$ cat src/asc_pkg.sv
// Purpose: shared constants for the authentication supervisor
// Assumes: octet-wide segment stream, most significant octet of each field sent first
// Notes:   channel codes, command identifiers and segment lengths
package asc_pkg;
  localparam int          OCT_W         = 8;
  localparam int          CNT_W         = 30;
  localparam int          REC_W         = 8;
  localparam int          REC_ONES_W    = CNT_W - REC_W;
  localparam int          SIG_W         = 40;
  localparam int          KEY_AW        = 9;
  localparam int          TAIL_OCTETS   = 9;
  localparam int          LEN_W         = 9;
  localparam int          PTR_W         = 5;
  localparam int          KEY_BLK_OCT   = 5;
  // channel identifiers
  localparam logic [1:0]  CH_PRINCIPAL  = 2'h0;
  localparam logic [1:0]  CH_AUXILIARY  = 2'h1;
  localparam logic [1:0]  CH_RECOVERY   = 2'h2;
  localparam logic [1:0]  CH_INVALID    = 2'h3;
  // control segment header and access point
  localparam logic [7:0]  HDR_CONTROL   = 8'hFF;
  localparam logic [5:0]  AP_CONTROL    = 6'h3F;
  // command identifiers
  localparam logic [7:0]  CMD_DUMMY     = 8'h00;
  localparam logic [7:0]  CMD_SEL_FIXED = 8'h05;
  localparam logic [7:0]  CMD_SEL_PROG  = 8'h06;
  localparam logic [7:0]  CMD_LOAD_FIX  = 8'h07;
  localparam logic [7:0]  CMD_SET_COUNT = 8'h09;
  localparam logic [7:0]  CMD_BLOCK_A   = 8'h0A;
  localparam logic [7:0]  CMD_BLOCK_B   = 8'h0B;
  // full segment lengths in octets, tail included
  localparam logic [8:0]  LEN_GROUP1    = 9'h00B;
  localparam logic [8:0]  LEN_GROUP2    = 9'h00F;
  localparam logic [8:0]  LEN_GROUP3    = 9'h013;
  localparam logic [8:0]  LEN_MIN       = 9'h00A;
  localparam logic [8:0]  LEN_MAX       = 9'h1FF;
  // octet positions inside a segment
  localparam logic [8:0]  POS_ID        = 9'h001;
  localparam logic [8:0]  POS_DATA_LAST = 9'h009;
  // key memory layout
  localparam logic [8:0]  KEY_B_BASE    = 9'h100;
  localparam logic [7:0]  KEY_B_LIMIT   = 8'h71;
  localparam logic        KEY_FIXED     = 1'b0;
  localparam logic        KEY_PROG      = 1'b1;
  typedef enum logic [1:0] {ST_RECV, ST_WAIT_SIG, ST_WAIT_PSEUDO, ST_WRITE_KEY} asc_state_e;
endpackage

$ cat src/asc_tail_strip.sv
// Purpose: delay line that holds back the last octets of a segment
// Assumes: flush is pulsed between segments
// Notes:   the octets still held at the end are never emitted
module asc_tail_strip #(
  parameter int DEPTH = asc_pkg::TAIL_OCTETS,
  parameter int WIDTH = asc_pkg::OCT_W
) (
  input  wire logic             core_clk_in,
  input  wire logic             rst_in,
  input  wire logic             flush_in,
  input  wire logic             valid_in,
  input  wire logic [WIDTH-1:0] data_in,
  output logic                  valid_out,
  output logic      [WIDTH-1:0] data_out
);
  logic [WIDTH-1:0] stage_reg [DEPTH];
  logic [4:0]       fill_reg;
  logic             full;
  assign full = (fill_reg == 5'(DEPTH));

  // one shift stage per held octet
  genvar g;
  generate
    for (g = 0; g < DEPTH; g++) begin : g_stage
      always_ff @(posedge core_clk_in or posedge rst_in) begin
        if (rst_in) begin
          stage_reg[g] <= '0;
        end else if (valid_in) begin
          stage_reg[g] <= (g == 0) ? data_in : stage_reg[(g == 0) ? 0 : g - 1];
        end
      end
    end
  endgenerate

  // fill level, cleared per segment so no octet leaks across
  always_ff @(posedge core_clk_in or posedge rst_in) begin
    if (rst_in) begin
      fill_reg <= '0;
    end else if (flush_in) begin
      fill_reg <= '0;
    end else if (valid_in && !full) begin
      fill_reg <= fill_reg + 5'h01;
    end
  end

  // the oldest octet leaves only when a newer one pushes it out
  always_ff @(posedge core_clk_in or posedge rst_in) begin
    if (rst_in) begin
      valid_out <= 1'b0;
      data_out  <= '0;
    end else begin
      valid_out <= valid_in && full && !flush_in;
      data_out  <= stage_reg[DEPTH-1];
    end
  end

  holdback_count_a: assert property (@(posedge core_clk_in) disable iff (rst_in)
    valid_out |-> $past(full)) else $error("octet emitted before delay line filled");
endmodule

$ cat src/asc_key_writer.sv
// Purpose: writes a 40-bit pseudo-signature as five key octets
// Assumes: start is ignored while busy
// Notes:   most significant octet goes to the start address
module asc_key_writer
  import asc_pkg::*;
(
  input  wire logic              core_clk_in,
  input  wire logic              rst_in,
  input  wire logic              start_in,
  input  wire logic [KEY_AW-1:0] base_in,
  input  wire logic [SIG_W-1:0]  sig_in,
  output logic                   wr_en_out,
  output logic      [KEY_AW-1:0] wr_addr_out,
  output logic      [OCT_W-1:0]  wr_data_out,
  output logic                   done_out
);
  logic [SIG_W-1:0] sig_reg;
  logic [2:0]       left_reg;

  // shift the signature out one octet per cycle
  always_ff @(posedge core_clk_in or posedge rst_in) begin
    if (rst_in) begin
      sig_reg     <= '0;
      left_reg    <= '0;
      wr_en_out   <= 1'b0;
      wr_addr_out <= '0;
      wr_data_out <= '0;
      done_out    <= 1'b0;
    end else begin
      done_out <= (left_reg == 3'h1);
      if (start_in && left_reg == 3'h0) begin
        sig_reg     <= {sig_in[SIG_W-OCT_W-1:0], OCT_W'(0)};
        left_reg    <= 3'(KEY_BLK_OCT - 1);
        wr_en_out   <= 1'b1;
        wr_addr_out <= base_in;
        wr_data_out <= sig_in[SIG_W-1 -: OCT_W];
      end else if (left_reg != 3'h0) begin
        sig_reg     <= {sig_reg[SIG_W-OCT_W-1:0], OCT_W'(0)};
        left_reg    <= left_reg - 3'h1;
        wr_en_out   <= 1'b1;
        wr_addr_out <= wr_addr_out + 9'h001;
        wr_data_out <= sig_reg[SIG_W-1 -: OCT_W];
      end else begin
        wr_en_out <= 1'b0;
      end
    end
  end

  five_octets_a: assert property (@(posedge core_clk_in) disable iff (rst_in)
    $rose(wr_en_out) |-> wr_en_out [*5] ##1 !wr_en_out) else $error("key block not five octets");
  addr_step_a: assert property (@(posedge core_clk_in) disable iff (rst_in)
    wr_en_out && $past(wr_en_out) |-> wr_addr_out == $past(wr_addr_out) + 9'h001)
    else $error("key octet address did not step by one");
endmodule

$ cat src/asc_supervisor.sv
// Purpose: sequence counters, final authorisation and control commands
// Assumes: upstream streams each segment and later reports the signature match
// Notes:   released octets are provisional until seg_release or seg_discard
module asc_supervisor
  import asc_pkg::*;
(
  input  wire logic              core_clk_in,
  input  wire logic              rst_in,
  input  wire logic [PTR_W-1:0]  auth_pointer_in,
  input  wire logic              seg_valid_in,
  input  wire logic [OCT_W-1:0]  seg_data_in,
  input  wire logic              seg_last_in,
  input  wire logic              sig_valid_in,
  input  wire logic              sig_match_in,
  input  wire logic              pseudo_valid_in,
  input  wire logic [SIG_W-1:0]  pseudo_sig_in,
  output logic                   out_valid_out,
  output logic      [OCT_W-1:0]  out_data_out,
  output logic                   seg_release_out,
  output logic                   seg_discard_out,
  output logic                   key_sel_out,
  output logic                   key_reload_out,
  output logic                   pseudo_req_out,
  output logic                   key_wr_en_out,
  output logic      [KEY_AW-1:0] key_wr_addr_out,
  output logic      [OCT_W-1:0]  key_wr_data_out,
  output logic                   cmd_done_out,
  output logic                   cmd_reject_out,
  output logic      [OCT_W-1:0]  cmd_id_out,
  output logic      [CNT_W-1:0]  count_principal_out,
  output logic      [CNT_W-1:0]  count_auxiliary_out,
  output logic      [CNT_W-1:0]  count_recovery_out
);
  asc_state_e           state_reg;
  logic [PTR_W-1:0]     ptr_meta_reg;
  logic [PTR_W-1:0]     ptr_reg;
  logic [LEN_W-1:0]     len_reg;
  logic [OCT_W-1:0]     hdr_reg;
  logic [OCT_W-1:0]     id_reg;
  logic [63:0]          data_reg;
  logic [71:0]          tail_reg;
  logic [CNT_W-1:0]     cnt_reg [2];
  logic [REC_W-1:0]     rec_reg;
  logic                 key_reg;
  logic                 key_try_reg;
  logic                 try_reg;
  logic [KEY_AW-1:0]    blk_base_reg;
  logic                 strip_valid;
  logic                 seg_end;
  logic                 flush;
  logic [1:0]           rx_ch;
  logic [CNT_W-1:0]     rx_cnt;
  logic [CNT_W-1:0]     cur_cnt;
  logic                 cnt_eq;
  logic                 is_cmd;
  logic                 in_set;
  logic                 auth_ok;
  logic                 fmt_ok;
  logic                 is_block;
  logic [1:0]           set_ch;
  logic [CNT_W-1:0]     set_cnt;
  logic                 wr_done;
  logic                 verdict;

  assign seg_end = seg_valid_in && seg_last_in && state_reg == ST_RECV;
  assign verdict = sig_valid_in && state_reg == ST_WAIT_SIG;

  // pointer comes from a pin, so it is resynchronised first
  always_ff @(posedge core_clk_in or posedge rst_in) begin
    if (rst_in) begin
      ptr_meta_reg <= '0;
      ptr_reg      <= '0;
    end else begin
      ptr_meta_reg <= auth_pointer_in;
      ptr_reg      <= ptr_meta_reg;
    end
  end

  // received sequence field is the first four tail octets, msb first
  assign rx_ch  = tail_reg[71:70];
  assign rx_cnt = tail_reg[69:40];

  // counter selected by the received channel
  always_comb begin
    cur_cnt = '0;
    if (rx_ch == CH_PRINCIPAL) begin
      cur_cnt = cnt_reg[0];
    end else if (rx_ch == CH_AUXILIARY) begin
      cur_cnt = cnt_reg[1];
    end else if (rx_ch == CH_RECOVERY) begin
      cur_cnt = {{REC_ONES_W{1'b1}}, rec_reg};
    end
  end

  assign cnt_eq  = (rx_ch != CH_INVALID) && (rx_cnt == cur_cnt);
  assign is_cmd  = (hdr_reg[5:0] == AP_CONTROL);
  assign in_set  = (hdr_reg[PTR_W-1:0] <= ptr_reg);
  assign auth_ok = sig_match_in && cnt_eq && (is_cmd || in_set);
  assign is_block = (id_reg == CMD_BLOCK_A) || (id_reg == CMD_BLOCK_B);
  assign set_ch  = data_reg[63:62];
  assign set_cnt = data_reg[61:32];

  // command format check on header, identifier, length and content
  always_comb begin
    fmt_ok = 1'b0;
    if (hdr_reg != HDR_CONTROL) begin
      fmt_ok = 1'b0;
    end else if (id_reg == CMD_DUMMY || id_reg == CMD_SEL_FIXED ||
                 id_reg == CMD_SEL_PROG || id_reg == CMD_LOAD_FIX) begin
      fmt_ok = (len_reg == LEN_GROUP1);
    end else if (id_reg == CMD_SET_COUNT) begin
      fmt_ok = (len_reg == LEN_GROUP2) && (set_ch != CH_INVALID);
    end else if (id_reg == CMD_BLOCK_A) begin
      fmt_ok = (len_reg == LEN_GROUP3);
    end else if (id_reg == CMD_BLOCK_B) begin
      fmt_ok = (len_reg == LEN_GROUP3) && (data_reg[63:56] < KEY_B_LIMIT);
    end
  end

  // segment capture: header, identifier, command data and running tail
  always_ff @(posedge core_clk_in or posedge rst_in) begin
    if (rst_in) begin
      len_reg  <= '0;
      hdr_reg  <= '0;
      id_reg   <= '0;
      data_reg <= '0;
      tail_reg <= '0;
    end else if (seg_valid_in && state_reg == ST_RECV) begin
      len_reg  <= seg_last_in ? '0 : ((len_reg == LEN_MAX) ? len_reg : len_reg + 9'h001);
      tail_reg <= {tail_reg[63:0], seg_data_in};
      if (len_reg == '0) begin
        hdr_reg <= seg_data_in;
      end else if (len_reg == POS_ID) begin
        id_reg <= seg_data_in;
      end else if (len_reg <= POS_DATA_LAST) begin
        data_reg <= {data_reg[55:0], seg_data_in};
      end
      if (seg_last_in) begin
        len_reg <= (len_reg + 9'h001 < LEN_MIN) ? '0 : len_reg + 9'h001;
      end
    end else if (verdict) begin
      len_reg <= '0;  // next header lands at zero
    end
  end

  // main sequence: receive, await verdict, optional key block rewrite
  always_ff @(posedge core_clk_in or posedge rst_in) begin
    if (rst_in) begin
      state_reg <= ST_RECV;
    end else begin
      case (state_reg)
        ST_RECV: begin
          if (seg_end && len_reg + 9'h001 >= LEN_MIN) begin
            state_reg <= ST_WAIT_SIG;
          end
        end
        ST_WAIT_SIG: begin
          if (verdict && auth_ok && is_cmd && fmt_ok && is_block) begin
            state_reg <= ST_WAIT_PSEUDO;
          end else if (verdict) begin
            state_reg <= ST_RECV;
          end
        end
        ST_WAIT_PSEUDO: begin
          if (pseudo_valid_in) begin
            state_reg <= ST_WRITE_KEY;
          end
        end
        ST_WRITE_KEY: begin
          if (wr_done) begin
            state_reg <= ST_RECV;
          end
        end
        default: state_reg <= ST_RECV;
      endcase
    end
  end

  // delay line is flushed when the segment is released or discarded
  assign flush = seg_release_out || seg_discard_out;

  // tail removal: the last nine octets stay inside the delay line
  asc_tail_strip #(
    .DEPTH (TAIL_OCTETS),
    .WIDTH (OCT_W)
  ) u_strip (
    .core_clk_in (core_clk_in),
    .rst_in      (rst_in),
    .flush_in    (flush),
    .valid_in    (seg_valid_in && state_reg == ST_RECV),
    .data_in     (seg_data_in),
    .valid_out   (strip_valid),
    .data_out    (out_data_out)
  );
  // control segments never show octets downstream
  assign out_valid_out = strip_valid && !(hdr_reg[5:0] == AP_CONTROL);

  // release or drop of the provisional octets
  always_ff @(posedge core_clk_in or posedge rst_in) begin
    if (rst_in) begin
      seg_release_out <= 1'b0;
      seg_discard_out <= 1'b0;
    end else begin
      seg_release_out <= verdict && auth_ok && !is_cmd;
      seg_discard_out <= (verdict && !(auth_ok && !is_cmd)) ||
                         (seg_end && len_reg + 9'h001 < LEN_MIN);
    end
  end

  // counters: step on any authorisation, set command overrides
  always_ff @(posedge core_clk_in or posedge rst_in) begin
    if (rst_in) begin
      cnt_reg[0] <= '0;
      cnt_reg[1] <= '0;
      rec_reg    <= '0;
    end else if (verdict && auth_ok) begin
      if (rx_ch == CH_PRINCIPAL) begin
        cnt_reg[0] <= cnt_reg[0] + 30'h00000001;
      end else if (rx_ch == CH_AUXILIARY) begin
        cnt_reg[1] <= cnt_reg[1] + 30'h00000001;
      end else if (rx_ch == CH_RECOVERY) begin
        rec_reg <= rec_reg + 8'h01;
      end
      if (is_cmd && fmt_ok && id_reg == CMD_SET_COUNT) begin
        if (set_ch == CH_PRINCIPAL) begin
          cnt_reg[0] <= set_cnt;
        end else if (set_ch == CH_AUXILIARY) begin
          cnt_reg[1] <= set_cnt;
        end else if (set_ch == CH_RECOVERY) begin
          rec_reg <= set_cnt[REC_W-1:0];
        end
      end
    end
  end

  // tentative key for select commands, seen at the identifier octet
  always_ff @(posedge core_clk_in or posedge rst_in) begin
    if (rst_in) begin
      key_reg     <= KEY_FIXED;
      key_try_reg <= KEY_FIXED;
      try_reg     <= 1'b0;
    end else begin
      if (seg_valid_in && state_reg == ST_RECV && len_reg == POS_ID &&
          hdr_reg == HDR_CONTROL &&
          (seg_data_in == CMD_SEL_FIXED || seg_data_in == CMD_SEL_PROG)) begin
        try_reg     <= 1'b1;
        key_try_reg <= (seg_data_in == CMD_SEL_PROG) ? KEY_PROG : KEY_FIXED;
      end else if (verdict || seg_discard_out) begin
        try_reg <= 1'b0;  // failure falls back to key_reg
      end
      if (verdict && auth_ok && is_cmd && fmt_ok && try_reg) begin
        key_reg <= key_try_reg;
      end
    end
  end
  // the hashing side sees the tentative key only during that segment
  assign key_sel_out = try_reg ? key_try_reg : key_reg;

  // command execution strobes and telemetry identifier
  always_ff @(posedge core_clk_in or posedge rst_in) begin
    if (rst_in) begin
      key_reload_out <= 1'b0;
      pseudo_req_out <= 1'b0;
      cmd_done_out   <= 1'b0;
      cmd_reject_out <= 1'b0;
      cmd_id_out     <= '0;
      blk_base_reg   <= '0;
    end else begin
      key_reload_out <= verdict && auth_ok && is_cmd && fmt_ok && id_reg == CMD_LOAD_FIX;
      pseudo_req_out <= verdict && auth_ok && is_cmd && fmt_ok && is_block;
      cmd_done_out   <= (verdict && auth_ok && is_cmd && fmt_ok && !is_block) ||
                        (state_reg == ST_WRITE_KEY && wr_done);
      cmd_reject_out <= verdict && auth_ok && is_cmd && !fmt_ok;
      if (verdict && auth_ok && is_cmd) begin
        cmd_id_out <= id_reg;
        blk_base_reg <= (id_reg == CMD_BLOCK_B) ? KEY_B_BASE + {1'b0, data_reg[63:56]}
                                                : {1'b0, data_reg[63:56]};
      end
    end
  end

  // pseudo-signature lands in programmable key memory
  asc_key_writer u_writer (
    .core_clk_in (core_clk_in),
    .rst_in      (rst_in),
    .start_in    (state_reg == ST_WAIT_PSEUDO && pseudo_valid_in),
    .base_in     (blk_base_reg),
    .sig_in      (pseudo_sig_in),
    .wr_en_out   (key_wr_en_out),
    .wr_addr_out (key_wr_addr_out),
    .wr_data_out (key_wr_data_out),
    .done_out    (wr_done)
  );

  // telemetry view of the three counters
  assign count_principal_out = cnt_reg[0];
  assign count_auxiliary_out = cnt_reg[1];
  assign count_recovery_out  = {{REC_ONES_W{1'b1}}, rec_reg};

  rec_upper_ones_a: assert property (@(posedge core_clk_in) disable iff (rst_in)
    &count_recovery_out[CNT_W-1:REC_W]) else $error("recovery upper bits not ones");
  step_only_ok_a: assert property (@(posedge core_clk_in) disable iff (rst_in)
    !(verdict && auth_ok) |=> $stable(count_principal_out) && $stable(count_auxiliary_out))
    else $error("counter moved without authorisation");
  step_by_one_a: assert property (@(posedge core_clk_in) disable iff (rst_in)
    verdict && auth_ok && rx_ch == CH_PRINCIPAL && !(is_cmd && id_reg == CMD_SET_COUNT)
    |=> count_principal_out == $past(count_principal_out) + 30'h00000001)
    else $error("principal counter did not step by one");
  mismatch_drop_a: assert property (@(posedge core_clk_in) disable iff (rst_in)
    verdict && sig_match_in && !cnt_eq |=> seg_discard_out && !seg_release_out)
    else $error("count mismatch not rejected");
  ctrl_never_out_a: assert property (@(posedge core_clk_in) disable iff (rst_in)
    verdict && is_cmd |=> !seg_release_out) else $error("control segment released");
  bad_cmd_flag_a: assert property (@(posedge core_clk_in) disable iff (rst_in)
    verdict && auth_ok && is_cmd && id_reg == CMD_SET_COUNT && set_ch == CH_INVALID
    |=> cmd_reject_out) else $error("set count on channel 11 not refused");
  key_restore_a: assert property (@(posedge core_clk_in) disable iff (rst_in)
    verdict && !sig_match_in |=> key_sel_out == $past(key_reg))
    else $error("previous key not restored");
  pseudo_write_a: assert property (@(posedge core_clk_in) disable iff (rst_in)
    state_reg == ST_WAIT_PSEUDO && pseudo_valid_in |-> ##1 key_wr_en_out && key_wr_addr_out == blk_base_reg)
    else $error("pseudo-signature not written at start address");
endmodule

$ cat config.mk
export PLATFORM = sky130hd
export DESIGN_NAME = asc_supervisor
export DESIGN_NICKNAME = d
export VERILOG_FILES = /design/src/asc_pkg.sv /design/src/asc_tail_strip.sv /design/src/asc_key_writer.sv /design/src/asc_supervisor.sv
export SDC_FILE = /design/constraint.sdc
export NUM_CORES = 1
export LEC_CHECK = 0
export ABC_CLOCK_PERIOD_IN_PS = 10960
export BUFFER_PORTS_ARGS = -buffer_cell sky130_fd_sc_hd__buf_2
export CAP_MARGIN = 10
export CORE_MARGIN = 2
export CORE_UTILIZATION = 50
export CTS_BUF_LIST = sky130_fd_sc_hd__clkbuf_8
export DETAILED_ROUTE_END_ITERATION = 7
export PLACE_DENSITY = 0.73
export REMOVE_ABC_BUFFERS = 1
export SLEW_MARGIN = 20
export SYNTH_ARGS = -nofsm -noshare
export SYNTH_HDL_FRONTEND = slang
export SYNTH_SLANG_ARGS = --single-unit
$ cat constraint.sdc
create_clock -name core_clk_in -period 10.96 [get_ports core_clk_in]
set_input_delay 1.644 -clock core_clk_in [delete_from_list [all_inputs] [get_ports core_clk_in]]
set_output_delay 1.644 -clock core_clk_in [all_outputs]
set_load 0.02 [all_outputs]
Word-level counts from Yosys, hierarchy flattened --
Index checks and enable logic that the tools add are counted.
Word-level totals: output and inout bits 132, word-level logic and storage cells 204, flip-flop bits (word level) 415
Cells by class: add/subtract/negate cells 8, reduce and logical (&&, ||, !) cells 66, magnitude comparators 5, multiplexer cells 50, bitwise operators 2, equal/unequal tests 33
Operators by type and width (count):
- $mux W30 | 9
- $mux W40 | 2
- $mux W8 | 9
- $mux W9 | 8
- $add A30 B1 Y30 const B | 2
- $mux W60 | 1
- $eq A8 B3 Y1 const B | 5
- $logic_and A1 B1 Y1 | 34
- $eq A30 B30 Y1 | 1
- $eq A8 B4 Y1 const B | 3
- $add A9 B1 Y9 const B | 2
- $eq A9 B4 Y1 const B | 2
- $mux W1 | 11
- $logic_or A1 B1 Y1 | 10
- $mux W2 | 5
- $mux W5 | 2
- $add A9 B8 Y9 const A | 1
- $eq A9 B1 Y1 const B | 1
- $eq A9 B5 Y1 const B | 1
- $eq A9 B9 Y1 const B | 1
- $ge A9 B4 Y1 const B | 1
- $le A9 B4 Y1 const B | 1
- $logic_not A9 Y1 | 1
- $lt A9 B4 Y1 const B | 1
- other kinds (28) | 50

Logic depth before layout (Yosys ltp) --
word-level depth 14, gate-level depth with buffers 13

By module --
From an unflattened synthesis, not the netlist that was laid out.
Second synthesis, totals: cells, all modules 1749, area, all modules 19214.7 um2
By module, submodules not included:
- asc_supervisor | seq. area each 6681.4 um2, cells an instance 1316, area each 13477.9 um2, times used 1
- asc_tail_strip | seq. area each 2152.1 um2, cells an instance 190, area each 3195.6 um2, times used 1
- asc_key_writer | seq. area each 1351.3 um2, cells an instance 243, area each 2541.2 um2, times used 1

Worst setup path after synthesis --
No wires, ideal clock.
path type input-to-reg, start point input port sig_match_in, end point register blk_base_reg[0], data arrival time 3.272 ns, required time 10.835 ns, buffers on the path 2, stages 10, slack 7.563 ns, path through inv_1 -> a31oi_1 -> o211a_1 -> nand4b_1 -> nor4_2 -> nand4_1 -> or3_1 -> buf_4 -> buf_6 -> mux2_4
On the way: longest elaborated chain between the ends 4
RTL lines:
- start, declared | RTL line asc_supervisor.sv:14 | input wire logic sig_match_in,
- $logic_and A1 B1 Y1 (2 in series) | RTL line asc_supervisor.sv:98 | assign auth_ok = sig_match_in && cnt_eq && (is_cmd || in_set);
- $logic_and A1 B1 Y1 (2 in series) | RTL line asc_supervisor.sv:274 | if (verdict && auth_ok && is_cmd) begin
- end signal, assigned | RTL line asc_supervisor.sv:276 | blk_base_reg <= (id_reg == CMD_BLOCK_B) ? KEY_B_BASE + {1'b0, data_reg[63:56]}
- end, declared | RTL line asc_supervisor.sv:47 | logic [KEY_AW-1:0] blk_base_reg;
Every way passes these cells. A chain may end at the register's enable or synchronous reset.

==> metrics.csv <==
metric;value;unit
ys_ff_latch;335;
num_rows;66;
cts_buffers;54;
grt-ovfl-total;0;
first_iter_violations;1412;
synth.most_common_cell;nand2_1;
cpMaxStageDelayCell;dfrtp_1;
max_cap_violations;0;
synthFlopType;dfrtp_1;
drt-vias-per-instance;5.78;
rr_startpoint;u_strip.stage_reg[7]$_DFFE_PP0P_;
yosys.area.top_type_share;51.3;%
power_density;231;nW/um2
vdd_drop_max;0.109;mV
cp_max_fo;38;
fin_crit_sh;39.9;%
nets;1923;
largest_reg_flops;64;
setup_viol;0;
port_buffers;169;
hp-start;ptr_meta_reg[4]$_DFF_PP0_;
clock_latency;0.61;ns
status;completed;
whs_endpoint;ptr_reg[4]$_DFF_PP0_;
reg2reg_slack;6.59;ns
area_growth;13.3;%
synth_enable_flop_cells;0;
cts.clk_slew.worst_paths;0.07;ns
grt_use_total;25.0;%
chipHeight;185;um
cts-root-buf;clkbuf_8;
h-tree-depth;2;
top_layer;met4;
place_congestion;0.921;
utilization;57.2;%
final-hold-violation-count;0;
max-slew-margin-rel;27.7;%
worst_pin_slew;1.08;ns
yosysWarnings;0;
antenna_found_initial;0;
first_pass_iters;5;
rsz0062_at_grt;false;
synth_area_leaders;dfrtp_1 (51%), nand2_1 (8.4%), mux2_2 (6.1%);
yosysUniqueCellTypes;67;
syn_inst;1707;
syn_avg_cell_area;9.57;um2
clock_skew;0.0380;ns
dieArea;34100;um2
synth_common_cells;nand2_1 (364), dfrtp_1 (335), nor2_1 (125), mux2_2 (89), a21oi_1 (86);
cp_top_family;simple AND/OR/NAND/NOR gates;
vias;13400;
start_kind;flip-flop;
met3_length;3.44;mm
fp.coreArea;32400;um2
end_kind;flip-flop;
ios;192;
worst-setup-path-type;flip-flop to flip-flop;
cts_resized;0;
worstPathRequired;11.42;ns
cp.arrival;4.83;ns
wl_met2;19.6;mm
timing.rr.end;count_principal_out[13]$_DFFE_PP0N_;
min_path_type;flip-flop to flip-flop;
grt_pass1_vias;12500;
fp.dieW;185;um
fmax;229;MHz
cts_tree;yes;
synth_area;16300;um2
drc;0;
met1Wirelength;18.2;mm
clock_path_buffers;3;
final.setup.tns;0;ns
slew_violations;0;
start_util;50.5;%
routedWlPerCell;18.3;um
postCtsSetupBuffers;0;
totalWireLength;42.6;mm
grt_pass1_wl;67.6;mm
yosysTopAreaCell;dfrtp_1;
crit_chain;buf_4 > or2_1 > a2bb2oi_1 > xor2_1 > or3_1 > nor4_2 > nand4_1 > nor2_4 > buf_4 > a2bb2oi_1;
leakagePower;8.80;nW
critical-path-max-stage-delay;0.71;ns
drive_gt1_share;20.5;%
clock_sinks;335;
hpwl;28.6;mm
cts_hold_buf;0;
synthArstFlopShare;100;%
crit_buf_inv;2;
hold_depth;0;
grt_start_max_net_pins;128;
drtAntennaViolNets;0;
yosysSeqAreaShare;51.3;%
min_period;4.37;ns
r2r_cells;10;
-- kinds of logic (layout without fill, tap and decap cells) --
logic type	Yosys count	in the layout	synth area share [%]
compound gates	349	349	14.1
xor+xnor	33	33	1.77
fa+ha+maj	18	18	1.38
buf+inv	161	317	4.52
flops	335	335	51.3
mux	114	114	7.97
other cells	1	23	0.0230
simple gates	696	696	18.9
-- worst max-delay path by stage --
| stage | start | endpoint | slack [ns] | depth (start not counted) |
|---|---|---|---|---|
| finish | u_strip.stage_reg[7]$_DFFE_PP0P_ | count_principal_out[13]$_DFFE_PP0N_ | 6.59 | 10 |
| global route | u_strip.stage_reg[7]$_DFFE_PP0P_ | count_principal_out[11]$_DFFE_PP0N_ | 6.29 | 10 |
| CTS | u_strip.stage_reg[7]$_DFFE_PP0P_ | count_principal_out[13]$_DFFE_PP0N_ | 6.65 | 10 |
| detailed placement | u_strip.stage_reg[7]$_DFFE_PP0P_ | count_principal_out[13]$_DFFE_PP0N_ | 6.65 | 10 |
| global placement | rst_in | ptr_meta_reg[0]$_DFF_PP0_ | 6.78 | 4 |
| floorplan | rst_in | async pin | 0.03 | 1 |
-- through the flow --
step	power, mW	area (um2)	hold slack, ns	cells	setup slack, ns
2_1_floorplan	2.79	15800	0.331	1605	0.0345
3_3_place_gp	3.13	17400	0.333	2231	6.78
4_1_cts	4.30	18500	0.345	2326	6.65
6_report	4.28	18500	0.341	2327	6.59
3_5_place_dp	3.18	17400	0.339	2231	6.65
5_1_grt	4.55	18500	0.351	2326	6.29
-- report_power, final --
group	internal, mW	switching (mW)
combinational	0.540	0.709
sequential	1.59	0.331
clock	0.609	0.497
total	2.74	1.54
-- layout by cell type (no fill, tap or decap), drive strengths merged, types with 6 or more instances in the layout --
cell	count
nand2	364
dfrtp	335
buf	184
nor2	125
mux2	99
a21oi	86
a2bb2oi	72
clkbuf	72
nand3	65
o21ai	64
inv	54
a31oi	48
and3	26
nand2b	24
nand4	23
o22ai	23
xnor2	22
conb	22
ha	18
mux2i	15
o22a	14
nor3	13
xor2	11
nor2b	11
or3	8
o31ai	7
or2	7
nor4	6
-- final cells by class --
type | instances | area, um2
flip-flops and latches | 335 | 8380
diodes | 1 | 2.50
multi-input cells | 1232 | 7320
inverters | 38 | 150
repair buffers | 184 | 958
clock inverters | 23 | 141
well taps | 442 | 553
fillers | 2896 | 13900
clock buffers | 72 | 991
-- routing by layer --
metal / up-vias / track usage, %
met5: - / 0
met4: 0 / 8.95
met2: 579 / 38.8
met1: 6544 / 35.0
li1: 6213 / -
met3: 111 / 4.90
Note: power is estimated with default switching activity, not from simulation.
